--- src/hw/uvrb_defines.vh ---
// register map, field positions and timing constants of the vendor register bank
`ifndef UVRB_DEFINES_VH
`define UVRB_DEFINES_VH

// immediate addresses
`define UVRB_ADDR_TX_AMP 6'h31
`define UVRB_ADDR_HS_KEY 6'h33
`define UVRB_ADDR_IDC_WR 6'h36
`define UVRB_ADDR_IDC_SET 6'h37
`define UVRB_ADDR_IDC_CLR 6'h38
`define UVRB_ADDR_IO_WR 6'h39
`define UVRB_ADDR_IO_SET 6'h3A
`define UVRB_ADDR_IO_CLR 6'h3B
`define UVRB_ADDR_VENDOR_HI 2'h3
`define UVRB_ADDR_NONE 6'h00
`define UVRB_EXT_PAGE 2'h0

// extended address form: immediate field value that flags an extended access
`define UVRB_EXT_ESCAPE 6'h2F

// writable bit masks, reserved bits are zero except conversion bit 5, which the register clears itself
`define UVRB_MASK_TX_AMP 8'h60
`define UVRB_MASK_HS_KEY 8'h0F
`define UVRB_MASK_IDC 8'h70
`define UVRB_MASK_IO 8'hFE

// reset values
`define UVRB_RST_TX_AMP 8'h00
`define UVRB_RST_HS_KEY 8'h00
`define UVRB_RST_IDC 8'h00
`define UVRB_RST_IO 8'h04

// field positions
`define UVRB_TX_AMP_LSB 5
`define UVRB_TX_AMP_MSB 6
`define UVRB_HS_KEY_MSB 3
`define UVRB_HS_KEY_ON 4'hA
`define UVRB_IDC_DONE 3
`define UVRB_IDC_TRIG 4
`define UVRB_IDC_RSVD 5
`define UVRB_IDC_IRQEN 6
`define UVRB_IO_SWAP 1
`define UVRB_IO_SER_LSB 2
`define UVRB_IO_SER_MSB 3
`define UVRB_IO_PU_PLUS 4
`define UVRB_IO_PU_MINUS 5
`define UVRB_IO_USB_LSB 6
`define UVRB_IO_USB_MSB 7

// id resistance codes
`define UVRB_RID_FLOAT 3'h5
`define UVRB_RID_ERROR 3'h7

// conversion time
`define UVRB_CONV_TIME_NS 282000
`define UVRB_CLK_PERIOD_NS 10

`endif

--- src/hw/uvrb_register_bank.v ---
// vendor register bank of the ulpi transceiver: amplitude, headset key, id conversion, io and regulator control
`timescale 1ns/1ps
`include "uvrb_defines.vh"

// Notes on behaviour
// - immediate registers are reachable by immediate or extended address alike.
// - vendor registers live at 30h..3Fh, served by immediate reads and writes.
// - amplitude field 6:5 picks nominal, reserved, +7.4 percent or +3.7 percent.
// - headset audio mode is on only while the key field equals 1010.
// - result code maps 0,75,100K,200K,440K ohms, floating 101, error 111.
// - conversion sets the complete flag after 282 microseconds.
// - reading the conversion register clears the flag; carkit status reads do not.
// - writing or setting the trigger starts a conversion; it self-clears when done.
// - with the enable set, a flag rise raises the alternate interrupt unless a synced carkit status read falls in the same cycle.
// - effective enable is vendor enable OR carkit enable.
// - conversion register reads at 36h-38h; write, set, clear at 36h, 37h, 38h.
// - io register reads at 39h-3Bh; write, set, clear at 39h, 3Ah, 3Bh.
// - the swap bit exchanges the two data pins in usb and uart modes.
// - uart regulator level defaults 01, applied on uart entry with transmit enable.
// - bits 4 and 5 add plus and minus 125K pull-ups; forced on in uart mode.
// - usb regulator level defaults 00, used in synchronous, serial and low-power modes.
module uvrb_register_bank #(
    parameter CONV_CYCLES = `UVRB_CONV_TIME_NS / `UVRB_CLK_PERIOD_NS,
    parameter CNT_W = 15
) (
    input wire ref_clk,
    input wire rst,
    input wire reg_wr_stb,
    input wire reg_rd_stb,
    input wire reg_ext,
    input wire [7:0] reg_addr,
    input wire [7:0] reg_wdata,
    input wire carkit_irq_enable,
    input wire carkit_status_rd,
    input wire uart_mode,
    input wire serial_transmit_enable,
    input wire [2:0] id_adc_code,
    output reg [7:0] reg_rdata,
    output reg reg_rd_valid,
    output reg [1:0] tx_amplitude,
    output reg headset_mode_on,
    output reg id_conv_run,
    output reg [2:0] id_resistance_code,
    output reg id_conv_complete,
    output reg alt_irq,
    output reg data_line_exchange,
    output reg [1:0] ldo_level,
    output reg charger_pullup_plus,
    output reg charger_pullup_minus
);

    // ------------------------------------------------------------
    // address decode
    // ------------------------------------------------------------

    reg [7:0] amp_reg;
    reg [7:0] key_reg;
    reg [6:4] idc_ctrl;
    reg [7:1] io_reg;
    reg [CNT_W-1:0] conv_cnt;
    reg [2:0] adc_meta;
    reg [2:0] adc_sync;
    reg uart_meta;
    reg uart_sync;
    reg txd_meta;
    reg txd_sync;
    reg ck_en_meta;
    reg ck_en_sync;
    reg ck_rd_meta;
    reg ck_rd_sync;
    reg [7:0] next_rdata;
    reg [7:0] next_idc;
    reg [7:0] next_io;
    wire [5:0] eff_addr;
    wire addr_ok;
    wire idc_hit;
    wire io_hit;
    wire [7:0] io_rst_val;
    wire irq_en;
    wire [7:0] idc_view;
    wire [7:0] io_view;
    wire conv_done;

    // extended alias
    // both access forms collapse onto the same 6-bit immediate space
    // an extended address past 3Fh is steered to a dead address so it never folds back
    assign addr_ok = !reg_ext || (reg_addr[7:6] == `UVRB_EXT_PAGE);
    assign eff_addr = addr_ok ? reg_addr[5:0] : `UVRB_ADDR_NONE;

    function hit;
        input [5:0] a;
        input [5:0] target;
        begin
            hit = (a == target) && (a[5:4] == `UVRB_ADDR_VENDOR_HI);
        end
    endfunction

    // set/clear/write merge shared by the two triple-address registers
    function [7:0] merge;
        input [7:0] cur;
        input [7:0] d;
        input [1:0] op;
        input [7:0] mask;
        begin
            case (op)
                2'h1: merge = (cur | d) & mask;
                2'h2: merge = cur & ~d & mask;
                default: merge = d & mask;
            endcase
        end
    endfunction

    // ------------------------------------------------------------
    // input synchronisers
    // ------------------------------------------------------------

    // analog result and mode levels come from other domains
    // the converter code is taken only at completion, long after it has settled
    always @(posedge ref_clk) begin
        if (rst) begin
            adc_meta <= 3'h0;
            adc_sync <= 3'h0;
            uart_meta <= 1'b0;
            uart_sync <= 1'b0;
            txd_meta <= 1'b0;
            txd_sync <= 1'b0;
            ck_en_meta <= 1'b0;
            ck_en_sync <= 1'b0;
            ck_rd_meta <= 1'b0;
            ck_rd_sync <= 1'b0;
        end else begin
            adc_meta <= id_adc_code;
            adc_sync <= adc_meta;
            uart_meta <= uart_mode;
            uart_sync <= uart_meta;
            txd_meta <= serial_transmit_enable;
            txd_sync <= txd_meta;
            ck_en_meta <= carkit_irq_enable;
            ck_en_sync <= ck_en_meta;
            ck_rd_meta <= carkit_status_rd;
            ck_rd_sync <= ck_rd_meta;
        end
    end

    // ------------------------------------------------------------
    // register views
    // ------------------------------------------------------------

    assign idc_view = {1'b0, idc_ctrl[6], 1'b0, idc_ctrl[4], id_conv_complete, id_resistance_code};
    assign io_view = {io_reg, 1'b0};
    assign irq_en = idc_ctrl[`UVRB_IDC_IRQEN] | ck_en_sync;
    assign conv_done = idc_ctrl[`UVRB_IDC_TRIG] && (conv_cnt == CONV_CYCLES[CNT_W-1:0]);
    // three aliases of the conversion register, three of the io register
    assign idc_hit = hit(eff_addr, `UVRB_ADDR_IDC_WR) || hit(eff_addr, `UVRB_ADDR_IDC_SET)
                     || hit(eff_addr, `UVRB_ADDR_IDC_CLR);
    assign io_hit = hit(eff_addr, `UVRB_ADDR_IO_WR) || hit(eff_addr, `UVRB_ADDR_IO_SET)
                    || hit(eff_addr, `UVRB_ADDR_IO_CLR);
    // byte-wide reset image, only bits 7:1 are stored
    assign io_rst_val = `UVRB_RST_IO;

    // ------------------------------------------------------------
    // write, set and clear merge
    // ------------------------------------------------------------

    // conversion merge
    // whole bytes are merged; the mask passes reserved bit 5, which the register forces to zero
    always @* begin
        next_idc = idc_view;
        if (hit(eff_addr, `UVRB_ADDR_IDC_WR))
            next_idc = merge(idc_view, reg_wdata, 2'h0, `UVRB_MASK_IDC);
        else if (hit(eff_addr, `UVRB_ADDR_IDC_SET))
            next_idc = merge(idc_view, reg_wdata, 2'h1, `UVRB_MASK_IDC);
        else if (hit(eff_addr, `UVRB_ADDR_IDC_CLR))
            next_idc = merge(idc_view, reg_wdata, 2'h2, `UVRB_MASK_IDC);
    end

    always @* begin
        next_io = io_view;
        if (hit(eff_addr, `UVRB_ADDR_IO_WR))
            next_io = merge(io_view, reg_wdata, 2'h0, `UVRB_MASK_IO);
        else if (hit(eff_addr, `UVRB_ADDR_IO_SET))
            next_io = merge(io_view, reg_wdata, 2'h1, `UVRB_MASK_IO);
        else if (hit(eff_addr, `UVRB_ADDR_IO_CLR))
            next_io = merge(io_view, reg_wdata, 2'h2, `UVRB_MASK_IO);
    end

    // ------------------------------------------------------------
    // plain read/write registers and the io register store
    // ------------------------------------------------------------

    always @(posedge ref_clk) begin
        if (rst) begin
            amp_reg <= `UVRB_RST_TX_AMP;
            key_reg <= `UVRB_RST_HS_KEY;
        end else if (reg_wr_stb) begin
            if (hit(eff_addr, `UVRB_ADDR_TX_AMP))
                amp_reg <= reg_wdata & `UVRB_MASK_TX_AMP;
            if (hit(eff_addr, `UVRB_ADDR_HS_KEY))
                key_reg <= reg_wdata & `UVRB_MASK_HS_KEY;
        end
    end

    always @(posedge ref_clk) begin
        if (rst) begin
            io_reg <= io_rst_val[`UVRB_IO_USB_MSB:`UVRB_IO_SWAP];
        end else if (reg_wr_stb && io_hit) begin
            io_reg <= next_io[`UVRB_IO_USB_MSB:`UVRB_IO_SWAP];
        end
    end

    // ------------------------------------------------------------
    // id resistance conversion
    // ------------------------------------------------------------

    // conversion write set clear
    // hardware completion wins over a simultaneous software write of the trigger
    // other bits of a write landing in the completion cycle still take effect
    always @(posedge ref_clk) begin
        if (rst) begin
            idc_ctrl <= 3'h0;
        end else begin
            if (reg_wr_stb && idc_hit)
                idc_ctrl <= next_idc[`UVRB_IDC_IRQEN:`UVRB_IDC_TRIG];
            idc_ctrl[`UVRB_IDC_RSVD] <= 1'b0;
            if (conv_done)
                idc_ctrl[`UVRB_IDC_TRIG] <= 1'b0;
        end
    end

    // conversion timer
    // restarts from zero whenever the trigger is low
    // a second trigger during a run does not restart the count
    always @(posedge ref_clk) begin
        if (rst) begin
            conv_cnt <= {CNT_W{1'b0}};
        end else if (!idc_ctrl[`UVRB_IDC_TRIG] || conv_done) begin
            conv_cnt <= {CNT_W{1'b0}};
        end else begin
            conv_cnt <= conv_cnt + 1'b1;
        end
    end

    // result capture, flag set, flag clear on read
    // set beats a same-cycle clear so a completion is never lost
    always @(posedge ref_clk) begin
        if (rst) begin
            id_resistance_code <= 3'h0;
            id_conv_complete <= 1'b0;
        end else if (conv_done) begin
            id_resistance_code <= adc_sync;
            id_conv_complete <= 1'b1;
        end else if (reg_rd_stb && (hit(eff_addr, `UVRB_ADDR_IDC_WR) || hit(eff_addr, `UVRB_ADDR_IDC_SET)
                     || hit(eff_addr, `UVRB_ADDR_IDC_CLR))) begin
            id_conv_complete <= 1'b0;
        end
    end

    // alternate interrupt
    // one pulse per rising completion; carkit status reads do not touch the flag
    // limitation: a completion in a synced carkit status read cycle loses its pulse
    always @(posedge ref_clk) begin
        if (rst)
            alt_irq <= 1'b0;
        else
            alt_irq <= conv_done && irq_en && !ck_rd_sync;
    end

    // ------------------------------------------------------------
    // read port
    // ------------------------------------------------------------

    // conversion read alias, io read alias
    // unmapped and out-of-range addresses read as zero
    always @* begin
        next_rdata = 8'h00;
        if (hit(eff_addr, `UVRB_ADDR_TX_AMP))
            next_rdata = amp_reg;
        else if (hit(eff_addr, `UVRB_ADDR_HS_KEY))
            next_rdata = key_reg;
        else if (hit(eff_addr, `UVRB_ADDR_IDC_WR) || hit(eff_addr, `UVRB_ADDR_IDC_SET)
                 || hit(eff_addr, `UVRB_ADDR_IDC_CLR))
            next_rdata = idc_view;
        else if (hit(eff_addr, `UVRB_ADDR_IO_WR) || hit(eff_addr, `UVRB_ADDR_IO_SET)
                 || hit(eff_addr, `UVRB_ADDR_IO_CLR))
            next_rdata = io_view;
    end

    // data lags the strobe by one cycle
    always @(posedge ref_clk) begin
        if (rst) begin
            reg_rdata <= 8'h00;
            reg_rd_valid <= 1'b0;
        end else begin
            reg_rd_valid <= reg_rd_stb;
            if (reg_rd_stb)
                reg_rdata <= next_rdata;
        end
    end

    // ------------------------------------------------------------
    // analog controls
    // ------------------------------------------------------------

    // registered so every control output is glitch free
    always @(posedge ref_clk) begin
        if (rst) begin
            tx_amplitude <= 2'h0;
            headset_mode_on <= 1'b0;
            id_conv_run <= 1'b0;
            data_line_exchange <= 1'b0;
            ldo_level <= 2'h0;
            charger_pullup_plus <= 1'b0;
            charger_pullup_minus <= 1'b0;
        end else begin
            tx_amplitude <= amp_reg[`UVRB_TX_AMP_MSB:`UVRB_TX_AMP_LSB];
            headset_mode_on <= (key_reg[`UVRB_HS_KEY_MSB:0] == `UVRB_HS_KEY_ON);
            id_conv_run <= idc_ctrl[`UVRB_IDC_TRIG];
            data_line_exchange <= io_view[`UVRB_IO_SWAP];
            // uart level, usb level
            // in uart mode the usb level stands until transmit enable is seen
            if (uart_sync && txd_sync)
                ldo_level <= io_view[`UVRB_IO_SER_MSB:`UVRB_IO_SER_LSB];
            else if (!uart_sync)
                ldo_level <= io_view[`UVRB_IO_USB_MSB:`UVRB_IO_USB_LSB];
            charger_pullup_plus <= io_view[`UVRB_IO_PU_PLUS] | uart_sync;
            charger_pullup_minus <= io_view[`UVRB_IO_PU_MINUS] | uart_sync;
        end
    end

endmodule

--- config.mk ---
export PLATFORM = sky130hd
export DESIGN_NAME = uvrb_register_bank
export DESIGN_NICKNAME = d
export VERILOG_FILES = /design/src/hw/uvrb_register_bank.v
export VERILOG_INCLUDE_DIRS = /design/src /design/src/hw
export SDC_FILE = /design/constraint.sdc
export NUM_CORES = 1
export LEC_CHECK = 0
export BUFFER_PORTS_ARGS = -buffer_cell sky130_fd_sc_hd__buf_2
export CORE_MARGIN = 1
export CORE_UTILIZATION = 50
export CTS_CLUSTER_SIZE = 25
export DETAILED_ROUTE_END_ITERATION = 8
export GPL_ROUTABILITY_DRIVEN = 0
export GPL_TIMING_DRIVEN = 0
export PLACE_DENSITY = 0.73
export SYNTH_ARGS = -nofsm -noshare
export SYNTH_HDL_FRONTEND = slang
export SYNTH_SLANG_ARGS = --single-unit
--- constraint.sdc ---
create_clock -name ref_clk -period 2.4 [get_ports ref_clk]
set_input_delay 0.48 -clock ref_clk [delete_from_list [all_inputs] [get_ports ref_clk]]
set_output_delay 0.48 -clock ref_clk [all_outputs]
set_load 0.01 [all_outputs]
==> impl.org, run 1 <==
** CTS
- Clock insertion delay at the later pin of the skew report :: 0.34 ns
- In this run, CTS created clock tree buffers numbering 9.
- CTS placed an instance of sky130_fd_sc_hd__clkbuf_8 at the clock tree root.
- The tree built by TritonCTS fans out to 67 sinks.
- Buffers added to address setup during post-CTS repair amount to 0.
- TritonCTS clock tree :: built
- CTS H-tree depth :: 3
- CTS clock-pin slew for the worst setup and hold paths :: 0.07 ns
- Hold-fix buffers at CTS :: 0
- Maximum root-to-sink buffer count :: 2
- Post-cts gate resize count :: 0

** STA
- Share of the clock period used by the worst path :: 74.5%
- Measured against its own limit, the worst slew margin works out to 51.8%.
- Setup repair after global routing missed its margin :: no
- Slew Limit Fails :: 0
- Fmax :: 559 MHz
- Total Neg Setup Slack :: 0 ns
- Slew at the pin closest to its max-slew limit :: 0.713 ns
- For the final database, setup skew stands at between 0.009 and 0.01 ns.
- For the finished layout, the period the worst path requires is 1.79 ns.
- Setup violations remaining at the end of the flow were counted as 0.
- Final hold vios :: 0

** Place
- Detailed placement ended at an HPWL of approximately 4400 µm.
- # port buffers :: 50
- Number of cells in the design after placement :: 412

** Worst hold path
- Instance count along the most critical hold path :: 2
- The path with the worst hold slack has its endpoint at adc_meta[2].
- The worst hold path begins at id_adc_code[2].
- Type of the tightest min-delay check :: input pin to flop

** Layout
- Filler Cells Inserted :: roughly 460
- The number of antenna diodes in the final layout is 0.
- Cell Count, Final, Fillers Out :: between 400 and 500
- Fraction of final layout cells sized beyond drive strength 1 :: 21.3%
- Area Overhead vs Synth :: 20.2%
- The final layout contains around 380 nets.

** Floorplanning
- The die is around 76 µm tall.
- Pin placement for this block handled 51 I/O pins.
- Initial Util :: 52.7%
- CORE AREA :: 5200 µm²
- X dimension of the die :: ~76 µm
- Row generation in the floorplan step produced 26 rows.
- Overall die area :: 5790 µm²

** Synth
- The synthesized design contains 67 register bits.
- Post-synthesis net count :: 322
- Post-synth ARST share :: 0%
- Synthesis instantiated 48 different standard cells from the library.
- Yosys mapped a number of flops with a built-in enable equal to 0.
- The most used flip-flop cell after synthesis is sky130_fd_sc_hd__dfxtp_1.
- Syn Area/Cell :: 9.40 µm²
- After synthesis the cells add up to 2740 µm².
- Sequential-to-total area share from yosys stat :: 48.9%
- For this run, the number of Yosys warnings is 0.
- Count of mapped cells out of synthesis :: 292

** Global route
- Largest net degree at the start of global routing :: 13
- The via count of the first global-routing pass came to around 2000.
- Busiest layer in global routing :: met2
- The initial antenna violation count is 0.
- The first global-routing pass estimated 9890 µm of wire.
- Global routing finished with a remaining overflow of 0.
- Met2 capacity usage during global routing :: 34.9%
- Met1 track demand over resource :: 28.9%
- In the global route stage, overall resource usage came out at about 22%.
- For met3 alone, demand over resource in global routing was 6.59%.

** Detailed routing
- The count of nets left with antenna violations once routing finished came out at 0.
- Mean number of vias per cell :: 5.42
- In the final routed layout, each cell accounts on average for 14.3 µm.
- Detailed-route wire length :: 6110 µm
- The detailed router placed 2316 vias in this run.
- Total DRC errors in the routed layout :: 0
- The detailed router finished its first iteration with 97 violations.
- Detailed-routing iteration count for the pre-antenna-repair pass :: 5

** Critical path
- Arr. time, crit path :: 2.01 ns
- In this run the critical register-to-register path is captured at conv_cnt[6].
- The worst setup path is of the flop to flop kind.
- The worst setup path is launched from a flop.
- Max FO, Critical Path :: 10
- The startpoint identified for the worst register-to-register timing path is conv_cnt[0].
- FF-to-FF setup slack :: 0.61 ns
- Measured in cells, the most critical reg-to-reg path has a length of 7.
- For the worst setup path, the data required time is 2.62 ns.
- Endpoint kind of the worst setup timing path :: flop

** Power and ir drop
- Leak pwr :: between 1 and 1.5 nW
- Power per Cell Area :: 684 nW/µm²
- IR analysis of the VDD net gives a maximum drop of 0.000625 V.

** Run status
- The flow ran to the end, and the final reports show no timing, DRC or antenna violations.

** Run
- Max_cap viols :: 0
==> cell families after synthesis <==
family | after synthesis | share of synthesized area, %
fa+ha+maj | 2 | 0.912
xor+xnor | 14 | 4.47
simple gates | 124 | 25.8
flops | 67 | 48.9
mux | 10 | 3.65
compound gates | 49 | 12.5
buf+inv | 26 | 3.83
==> through the flow <==
| stage | power, W | hold WS (ns) | utilization [%] | worst slack (ns) | instance area, µm² |
|---|---|---|---|---|---|
| after global placement | 0.00128 | 0.389 | 59.2 | 0.348 | 3080 |
| after floorplan | 0.00122 | 0.375 | - | 0.815 | 2740 |
| final | 0.00225 | 0.342 | 63.3 | 0.612 | 3300 |
| after detailed placement | 0.00128 | 0.390 | 59.2 | 0.305 | 3080 |
| after global routing | 0.00234 | 0.340 | 63.3 | 0.429 | 3300 |
| after CTS | 0.00227 | 0.336 | 63.3 | 0.582 | 3300 |
==> synth_stat cells (all sizes together) (2+ instances only) <==
master	instances	area share (%)
xor2	12	3.8
and4	5	1.6
dfxtp	67	49
a32o	4	1.5
inv	12	1.6
buf	8	1.4
a21oi	14	2.6
xnor2	2	0.64
nand3	11	2.0
nor2b	18	4.1
clkbuf	6	0.82
nor4bb	3	1.1
a21o	2	0.55
o211ai	2	0.55
o21ai	6	1.1
and2	2	0.46
o31ai	2	0.55
o2bb2ai	6	1.9
nand4	12	2.7
nand2b	9	2.1
nand2	15	2.1
ha	2	0.91
a31oi	2	0.46
nor2	33	4.5
a211oi	2	0.55
and3b	2	0.64
o32ai	2	0.64
and3	4	0.91
mux2i	10	3.6
==> critical path, stage by stage, from the launching register on <==
cell and delay, ns:
sky130_fd_sc_hd__dfxtp_1 0.34, sky130_fd_sc_hd__inv_1 0.07, sky130_fd_sc_hd__ha_1 0.14, sky130_fd_sc_hd__nor4bb_1 0.27, sky130_fd_sc_hd__nand4_1 0.28, sky130_fd_sc_hd__nand2_1 0.24, sky130_fd_sc_hd__buf_2 0.25, sky130_fd_sc_hd__nor2_1 0.08
==> cell type report <==
cell class                 count  area, µm²  area share, %
clock buffer                   9        124           3.76
clock inverter                 6       91.3           2.77
sequential                    67       1340           40.7
timing repair buffer          50        250           7.59
inverter                      12       45.0           1.37
tap                           70       87.6           2.66
multi-input combinational    199       1300           39.4
buffer                        14       60.1           1.82
==> worst max-delay path by stage <==
stage | from | end | depth (start not counted)
2_1_floorplan | reg_addr[1] | amp_reg[5] | 5
6_report | conv_cnt[0] | conv_cnt[6] | 7
3_3_place_gp | reg_addr[1] | amp_reg[5] | 6
4_1_cts | conv_cnt[0] | conv_cnt[6] | 7
5_1_grt | conv_cnt[0] | conv_cnt[7] | 7
3_5_place_dp | reg_addr[1] | amp_reg[5] | 6
==> placed cells by master, fill, tap and decap left out, types with 3 or more instances in the layout <==
| cell type | n |
|---|---|
| sky130_fd_sc_hd__a32o_1 | 4 |
| sky130_fd_sc_hd__inv_1 | 12 |
| sky130_fd_sc_hd__nand3_1 | 11 |
| sky130_fd_sc_hd__xor2_1 | 12 |
| sky130_fd_sc_hd__mux2i_1 | 10 |
| sky130_fd_sc_hd__clkbuf_1 | 6 |
| sky130_fd_sc_hd__clkinv_4 | 3 |
| sky130_fd_sc_hd__dfxtp_1 | 67 |
| sky130_fd_sc_hd__clkbuf_8 | 9 |
| sky130_fd_sc_hd__o2bb2ai_1 | 6 |
| sky130_fd_sc_hd__nand4_1 | 12 |
| sky130_fd_sc_hd__o21ai_0 | 5 |
| sky130_fd_sc_hd__nor4bb_1 | 3 |
| sky130_fd_sc_hd__and3_1 | 4 |
| sky130_fd_sc_hd__a21oi_1 | 14 |
| sky130_fd_sc_hd__nand2b_1 | 9 |
| sky130_fd_sc_hd__buf_2 | 56 |
| sky130_fd_sc_hd__nor2_1 | 33 |
| sky130_fd_sc_hd__and4_1 | 5 |
| sky130_fd_sc_hd__nor2b_1 | 18 |
| sky130_fd_sc_hd__nand2_1 | 15 |
==> routing by layer <==
metal	part of all wire (%)	wire [µm]
met1	45	2750
met4	1.5	94
met2	46	2840
met3	7.1	432
met5	0	0
==> power by group <==
group | switching [W] | internal, W | leakage (nW)
Combinational | 0.0000720 | 0.0000480 | 0.707
Sequential | 0.00000546 | 0.00113 | 0.543
Clock | 0.000421 | 0.000582 | 0.109
Note: power is estimated with default switching activity, not from simulation.
==> inputs of run 2 (changes only) <==
--- a/config.mk
+++ b/config.mk
@@ -6,14 +6,15 @@
 export SDC_FILE = /design/constraint.sdc
 export NUM_CORES = 1
 export LEC_CHECK = 0
+export ABC_AREA = 1
 export BUFFER_PORTS_ARGS = -buffer_cell sky130_fd_sc_hd__buf_2
 export CORE_MARGIN = 1
-export CORE_UTILIZATION = 50
+export CORE_UTILIZATION = 49
 export CTS_CLUSTER_SIZE = 25
 export DETAILED_ROUTE_END_ITERATION = 8
 export GPL_ROUTABILITY_DRIVEN = 0
 export GPL_TIMING_DRIVEN = 0
-export PLACE_DENSITY = 0.73
+export PLACE_DENSITY = 0.74
 export SYNTH_ARGS = -nofsm -noshare
 export SYNTH_HDL_FRONTEND = slang
 export SYNTH_SLANG_ARGS = --single-unit
==> constraint.sdc (replaced) <==
create_clock -name ref_clk -period 1.5 [get_ports ref_clk]
set_input_delay 0.3 -clock ref_clk [delete_from_list [all_inputs] [get_ports ref_clk]]
set_output_delay 0.3 -clock ref_clk [all_outputs]
set_load 0.01 [all_outputs]
==> impl.org, run 2 <==
** Place
- Post-Place Cell Area :: 3160 µm² (+2.6%)
- The pre-CTS worst setup slack was -0.263 ns (-0.567 ns).
- # port buffers :: 48 (-4.0%)
- The detailed placement HPWL came to 4600 µm (+4.8%).

** Critical path
- The number of cells on the worst reg-to-reg path came to 8 (+1).
- FF-to-FF setup slack :: 0.06 ns (-0.55 ns)
- End point of the critical path :: conv_cnt[14]
- Worst setup path startpoint :: conv_cnt[0]
- Reg-to-Reg End :: conv_cnt[14]
- Required arrival time at the worst endpoint :: 1.74 ns (-0.88 ns)
- The data arrival time of the worst path is 1.68 ns (-0.33 ns).
- The largest driver fanout on the critical path was 5 (-5).
- Critical path launch point type :: flop
- Endpoint kind of the worst setup timing path :: flop
- Kind of critical path :: flop to flop
- Reg-to-reg startpoint :: conv_cnt[0]

** Layout
- The final instance area came to 3560 µm² (+7.9%).
- Leaving out fill and tap cells, the most frequent cells in the layout are 63 x sky130_fd_sc_hd__dfxtp_1, 56 x sky130_fd_sc_hd__inv_1, 56 x sky130_fd_sc_hd__nand2_1.
- The final net count is 470 (+23%).
- N_diodes :: 0 (unchanged)
- The library cell used most frequently in the layout, excluding fill and tap cells, is sky130_fd_sc_hd__dfxtp_1.
- Area Overhead vs Synth :: 25.6%
- Filler Cells Inserted :: 497 (+7.8%)
- Fraction of final layout cells sized beyond drive strength 1 :: 26.5% (+5.2 points)

** Synth
- Commonest cells post-synth :: 67 x sky130_fd_sc_hd__dfxtp_1, 59 x sky130_fd_sc_hd__nand2_1, 56 x sky130_fd_sc_hd__inv_1
- The total number of yosys warnings came to 0 (unchanged).
- The share of flip-flops with an asynchronous set or reset after synthesis was 0% (unchanged).
- The post-synthesis net count is 403 (+25%).
- Sorting the synthesized cells by area gives the leading types as sky130_fd_sc_hd__dfxtp_1 47%, sky130_fd_sc_hd__nand2_1 7.8%, sky130_fd_sc_hd__inv_1 7.4%, sky130_fd_sc_hd__nor2_1 7.0%, sky130_fd_sc_hd__a21oi_1 4.4%.
- Dominant cell type by area after synthesis :: sky130_fd_sc_hd__dfxtp_1
- Among all flip-flop cells after synthesis, the most frequent one is sky130_fd_sc_hd__dfxtp_1.
- Number of distinct standard cells referenced by the synthesized netlist :: 28 (-42%)
- Count of mapped cells out of synthesis :: 373 (+28%)
- The proportion of netlist area held by the largest area contributor is 47.3% (-1.5 points).
- The post-synthesis sequential element count came to 67 (unchanged).
- The number of enable flip-flop cells after synthesis is 0 (unchanged).
- The average cell area after synthesis is 7.59 µm² (-19%).
- Cell area after technology mapping :: 2830 µm² (+3.2%)
- Sequential-to-total area share from yosys stat :: 47.3% (-1.5 points)
- Most common cell in the netlist :: sky130_fd_sc_hd__dfxtp_1

** STA
- The top achievable clock speed was 695 MHz (+24%).
- # setup viols final :: 0 (unchanged)
- The final period demand of the worst path came to 1.44 ns (-0.348 ns).
- The least setup slack across all paths after layout is 0.0603 ns (-0.552 ns).
- Hold_ws :: 0.159 ns (-0.183 ns)
- The number of hold violations in the final report was 0 (unchanged).
- Slew Limit Fails :: 0 (unchanged)
- Worst slew slack as a fraction of its limit :: 59.2% (+7.4 points)
- The final cycle utilization of the critical path was 96.0% (+21 points).
- Total Neg Setup Slack :: 0 ns (unchanged)
- Slew at the pin closest to its max-slew limit :: 0.606 ns (-0.107 ns)
- Post-Route Skew :: 0.00544 ns (-0.00420 ns)
- Setup repair after global routing missed its margin :: yes

** Detailed routing
- The number of remaining DRC errors came to 0 (unchanged).
- Detailed-route wire length :: 6580 µm (+7.8%)
- The first-iteration detailed-routing DRC count came to 141 (+45%).
- The detailed-routing iteration count for the pre-antenna-repair pass was 5 (unchanged).
- Mean number of vias per cell :: 5.04 (-7.1%)
- Remaining antenna violation count :: 0 (unchanged)
- Routed via count :: 2605 (+12%)
- The post-detailed-route wirelength per cell was 12.7 µm (-11%).

** Run
- Max_cap viols :: 0 (unchanged)

** CTS
- The maximum buffer depth of the clock tree is 2 (unchanged).
- TritonCTS built the clock tree.
- The clock-pin slew of the registers on the worst-case setup and hold paths came to 0.07 ns (about the same).
- Clock insertion delay at the later pin of the skew report :: 0.34 ns (about the same)
- Library cell used as clock root buffer :: sky130_fd_sc_hd__clkbuf_8
- The number of buffers added by the clock tree synthesis step was 9 (unchanged).
- # clock sinks :: 67 (unchanged)
- The maximum level of the CTS H-tree is 3 (unchanged).

** Power and ir drop
- The overall power after layout is 0.00363 W (+61%).
- Maximum ir drop on the vdd rail :: 0.000557 V (-11%)
- Net switching power of the design :: 0.000841 W (+69%)
- The internal power component is 0.00279 W (+59%).
- Seq pwr share :: 49.8% (-0.4 points)
- The combinational cell fraction of total power was 5.3% (about the same).
- The static leakage is 1.51 nW (+11%).
- The areal power density over the cells came to 1020 nW/µm² (+49%).
- Net Sw Frac :: 23.2% (+1.1 points)
- The clock network power share is 44.9% (+0.4 points).

** Floorplanning
- Std cell rows :: 27 (+3.8%)
- The total I/O pin count was 51 (unchanged).
- Initial Util :: 51.1% (-1.6 points)
- X dimension of the die :: 78.0 µm (+2.6%)
- The floorplan die area was 6090 µm² (+5.2%).
- Die Height :: 78.0 µm (+2.6%)
- CORE AREA :: 5540 µm² (+6.4%)

** Global route
- The initial antenna violation count was 0 (unchanged).
- The wire length of the first global-routing pass came to 10500 µm (+6.3%).
- Vias in the first global route :: 2374 (+17%)
- The total overflow reported by the global router was 0 (unchanged).
- Total track usage :: 22.7% (+0.62 points)
- The pin count of the biggest net entering global routing came to 13 (unchanged).

** Worst hold path
- Type of the tightest min-delay check :: input pin to flop

** Run status
- Outcome :: finished, final reports clean
## run 2: final cells by class
type	instances	area, µm²	area share (%)
sequential	67	1350	38.0
multi-input combinational	240	1330	37.4
timing repair buffer	56	300	8.44
inverter	58	218	6.12
clock buffer	9	124	3.48
clock inverter	7	92.6	2.60
tap	72	90.1	2.53
buffer	8	48.8	1.37
## run 2: cells by family (layout without fill, tap and decap cells)
group | count (synthesis) | count (layout) | synth area share [%]
AND/OR/NAND/NOR | 179 | 179 | 30.1
flip-flops | 67 | 67 | 47.3
buffers and inverters | 66 | 138 | 9.14
AO/OA/AOI/OAI | 54 | 54 | 11.0
XOR/XNOR | 5 | 5 | 1.55
adder cells (fa/ha/maj) | 2 | 2 | 0.883
## run 2: power by group through the flow
stage                     sequential (W)  combinational, W  clock (W)
final                            0.00181          0.000194    0.00163
after CTS                        0.00181          0.000190    0.00166
after global placement           0.00185          0.000185          0
after global routing             0.00181          0.000215    0.00174
after floorplan                  0.00186          0.000105          0
after detailed placement         0.00185          0.000188          0
## run 2: stage by stage
stage / utilization [%] / std cells
finish: 64.2 / 517
CTS: 61.8 / 510
global route: 64.2 / 517
floorplan: - / 373
global placement: 57.1 / 493
detailed placement: 57.1 / 493
## run 2: worst min-delay path by stage
stage,start,end,cells past startpoint
finish,serial_transmit_enable,txd_meta,3
global route,serial_transmit_enable,txd_meta,3
CTS,uart_mode,uart_meta,3
detailed placement,ck_rd_sync,alt_irq,1
global placement,ck_rd_sync,alt_irq,1
floorplan,ck_rd_sync,alt_irq,1
## run 2: worst max-delay path, cell delays in order, from the launching register on
cell                       delay (ns)
sky130_fd_sc_hd__dfxtp_4         0.37
sky130_fd_sc_hd__ha_1            0.18
sky130_fd_sc_hd__nand2_2         0.09
sky130_fd_sc_hd__nor2_4          0.15
sky130_fd_sc_hd__nand3_4         0.12
sky130_fd_sc_hd__nor2_4          0.11
sky130_fd_sc_hd__nand3b_1        0.10
sky130_fd_sc_hd__nor2_1          0.15
sky130_fd_sc_hd__nor3b_2         0.06
## run 2: layer usage
layer | share of wire [%] | track usage (%) | wire length [µm]
met1 | 45 | 27.1 | 2980
met2 | 48 | 38.2 | 3150
met3 | 4.3 | 6.05 | 281
met4 | 2.6 | 10.0 | 170
met5 | 0 | 0 | 0
## run 2: timing repair
action                                  CTS  global route
resized for setup                        14            22
gates cloned                              0             0
hold buffers                              0             0
endpoints found under the setup margin   13            21
pin swaps                                 1             8
buffers inserted                          1             7
==> inputs of run 3 (changes only) <==
--- a/config.mk
+++ b/config.mk
@@ -9,12 +9,13 @@
 export ABC_AREA = 1
 export BUFFER_PORTS_ARGS = -buffer_cell sky130_fd_sc_hd__buf_2
 export CORE_MARGIN = 1
-export CORE_UTILIZATION = 49
+export CORE_UTILIZATION = 50
+export CTS_BUF_LIST = sky130_fd_sc_hd__clkbuf_4 sky130_fd_sc_hd__clkbuf_8
 export CTS_CLUSTER_SIZE = 25
 export DETAILED_ROUTE_END_ITERATION = 8
 export GPL_ROUTABILITY_DRIVEN = 0
 export GPL_TIMING_DRIVEN = 0
-export PLACE_DENSITY = 0.74
+export PLACE_DENSITY = 0.76
 export SYNTH_ARGS = -nofsm -noshare
 export SYNTH_HDL_FRONTEND = slang
 export SYNTH_SLANG_ARGS = --single-unit
==> impl.org, run 3 (synthesized netlist as in run 2, its figures left out) <==
** Power and ir drop
- Maximum ir drop on the vdd rail :: 0.000688 V (+23%)
- Power per Cell Area :: 1030 nW/µm² (+1.3%)
- The static leakage is 1.52 nW (+0.51%).

** CTS
- The number of buffers inserted by hold repair at cts came to 0 (unchanged).
- Clock buffers created by TritonCTS :: 9 (unchanged)
- Maximum root-to-sink buffer count :: 2 (unchanged)
- CTS H-tree depth :: 3 (unchanged)
- The clock sink total was 67 (unchanged).
- Clock insertion delay at the later pin of the skew report :: 0.34 ns (about the same)
- The clock-pin slew of the registers on the worst-case setup and hold paths is 0.08 ns (about the same).
- The root buffer cell chosen for the clock tree is sky130_fd_sc_hd__clkbuf_8.
- TritonCTS built the clock tree.

** Floorplanning
- X dimension of the die :: 77.3 µm (-0.98%)
- The floorplan die area was 5970 µm² (-2.0%).
- The total I/O pin count was 51 (unchanged).
- The placeable core area is 5470 µm² (-1.2%).
- The cell row count came to 27 (unchanged).
- Die Height :: 77.3 µm (-0.98%)
- Initial Util :: 51.8% (+0.63 points)

** Critical path
- Required arrival time at the worst endpoint :: 1.77 ns (+0.03 ns)
- Worst Reg-to-Reg Cells :: 8 (unchanged)
- The data arrival time of the worst path is 1.75 ns (+0.07 ns).
- The maximum single-stage delay on the critical path was 0.37 ns (about the same).
- The largest driver fanout on the critical path was 5 (unchanged).
- Traced cell by cell, the critical path runs through ha_1, nand2_1, nor2_4, nand3_2, nor2_4, nand3b_1, nand2_1, nor3b_1.
- Reg-to-reg startpoint :: conv_cnt[0]
- Slowest CP cell :: sky130_fd_sc_hd__dfxtp_4
- Kind of critical path :: flop to flop
- STA classifies the critical path endpoint as a flop.
- In this run the critical register-to-register path is captured at conv_cnt[14].
- FF-to-FF setup slack :: 0.01 ns (-0.05 ns)
- Following the worst setup path forward leads to its endpoint at conv_cnt[14].
- Worst setup path startpoint :: conv_cnt[0]
- Critical path launch point type :: flop

** Worst hold path
- Type of the tightest min-delay check :: input pin to flop
- Hold path start :: carkit_status_rd

** Layout
- The antenna diode instance count came to 0 (unchanged).
- The final net count was 470 (unchanged).
- Cell Count, Final, Fillers Out :: 517 (unchanged)
- The final core area utilization is 64.3% (about the same).
- The share of layout cells above drive strength 1 is 26.1% (-0.45 points).
- Most used cells in the layout excluding fill and tap cells :: 63 x sky130_fd_sc_hd__dfxtp_1, 58 x sky130_fd_sc_hd__nand2_1, 53 x sky130_fd_sc_hd__inv_1
- Most common library cell in the layout ignoring fill and taps :: sky130_fd_sc_hd__dfxtp_1
- Post-layout instance area :: 3520 µm² (-1.1%)
- Compared with the post-synthesis result, the final layout area differs by 24.2%.

** STA
- Slew at the pin closest to its max-slew limit :: 0.584 ns (-0.0213 ns)
- Min cycle time layout :: 1.49 ns (+0.0458 ns)
- # setup viols final :: 0 (unchanged)
- Setup repair after global routing missed its margin :: yes
- Slew Limit Fails :: 0 (unchanged)
- The top achievable clock speed was 673 MHz (-3.1%).
- Final hold vios :: 0 (unchanged)
- The least setup slack across all paths after layout is 0.0144 ns (-0.0458 ns).
- Worst slew slack as a fraction of its limit :: 61.0% (+1.8 points)
- Share of the clock period used by the worst path :: 99.0% (+3.1 points)
- The final clock skew came to 0.00696 ns (+0.00152 ns).
- Hold_ws :: 0.158 ns (-0.000776 ns)

** Detailed routing
- The average via count per standard cell is 5.09 (+1.0%).
- Routed via count :: 2631 (+1.0%)
- Total DRC errors in the routed layout :: 0 (unchanged)
- The number of routed nets with antenna violations came to 0 (unchanged).
- Detailed-route wire length :: 6440 µm (-2.2%)
- Detailed-routing iteration count for the pre-antenna-repair pass :: 4 (-1)
- The post-detailed-route wirelength per cell is 12.5 µm (-2.2%).
- Number of design-rule violations left by the first detailed-router iteration :: 135 (-4.3%)

** Global route
- Total grt overflow :: 0 (unchanged)
- Largest net degree at the start of global routing :: 13 (unchanged)
- The wire length of the first global-routing pass is 10400 µm (-0.79%).
- Vias in the first global route :: 2399 (+1.1%)
- The total global routing track utilization came to 22.4% (-0.22 points).
- The initial antenna violation count is 0 (unchanged).

** Place
- Post-Place Setup Slack :: -0.289 ns (-0.0263 ns)
- Post-Place Cell Area :: 3160 µm² (unchanged)
- The count of input and output buffers was 48 (unchanged).
- Number of cells in the design after placement :: 493 (unchanged)
- Final HPWL DP :: 4550 µm (-1.0%)

** Run
- Max_cap viols :: 0 (unchanged)

** Run status
- The run finished with clean final reports.
[run 3: changes by cell type in the layout (fill, tap and decap cells not counted), sizes merged]
cell,delta
clkinvlp,-3
clkinv,+3
[run 3: stage by stage]
step | TNS [ns] | power, W
final | 0 | 0.00364
after global placement | -5.34 | 0.00204
after detailed placement | -7.12 | 0.00204
after global routing | -0.582 | 0.00377
after CTS | 0 | 0.00366
after floorplan | 0 | 0.00196
[run 3: where the power goes]
group	leakage, nW	switching, W	internal [W]
Combinational	0.857	0.000130	0.0000618
Sequential	0.546	0.00000932	0.00180
Clock	0.113	0.000702	0.000932
Total	1.52	0.000841	0.00280
[run 3: worst min-delay path by stage]
stage,to,slack (ns),cells after the start
finish,ck_rd_meta,0.16,3
global route,ck_en_meta,0.16,3
CTS,ck_rd_meta,0.15,3
detailed placement,alt_irq,0.39,1
global placement,alt_irq,0.38,1
floorplan,alt_irq,0.37,1
[run 3: timing repair]
action | in CTS | in global routing
endpoints found under the setup margin | 16 | 24
gates resized for setup | 12 | 18
pin swaps | 2 | 3
setup buffers | 2 | 5
gates cloned | 0 | 1
[run 3: area by class of cell]
type / instances / area (µm²)
inverters: 58 / 218
fillers: 498 / 1950
clock buffers: 9 / 124
clock inverters: 7 / 92.6
plain buffers: 8 / 48.8
well taps: 72 / 90.1
flip-flops and latches: 67 / 1350
repair buffers: 56 / 304
multi-input cells: 240 / 1290
[run 3: per-layer routing]
metal | share of wire (%) | GRT usage (%)
met1 | 44 | 25.6
met2 | 49 | 38.6
met3 | 5.5 | 5.60
met4 | 2.0 | 11.1
met5 | 0 | 0
[run 3: critical path, delay by kind of cell (launching register included)]
family                   cells  cell delay (ns)
adder cells (fa/ha/maj)      1             0.17
flip-flops                   1             0.37
AND/OR/NAND/NOR              7             0.87
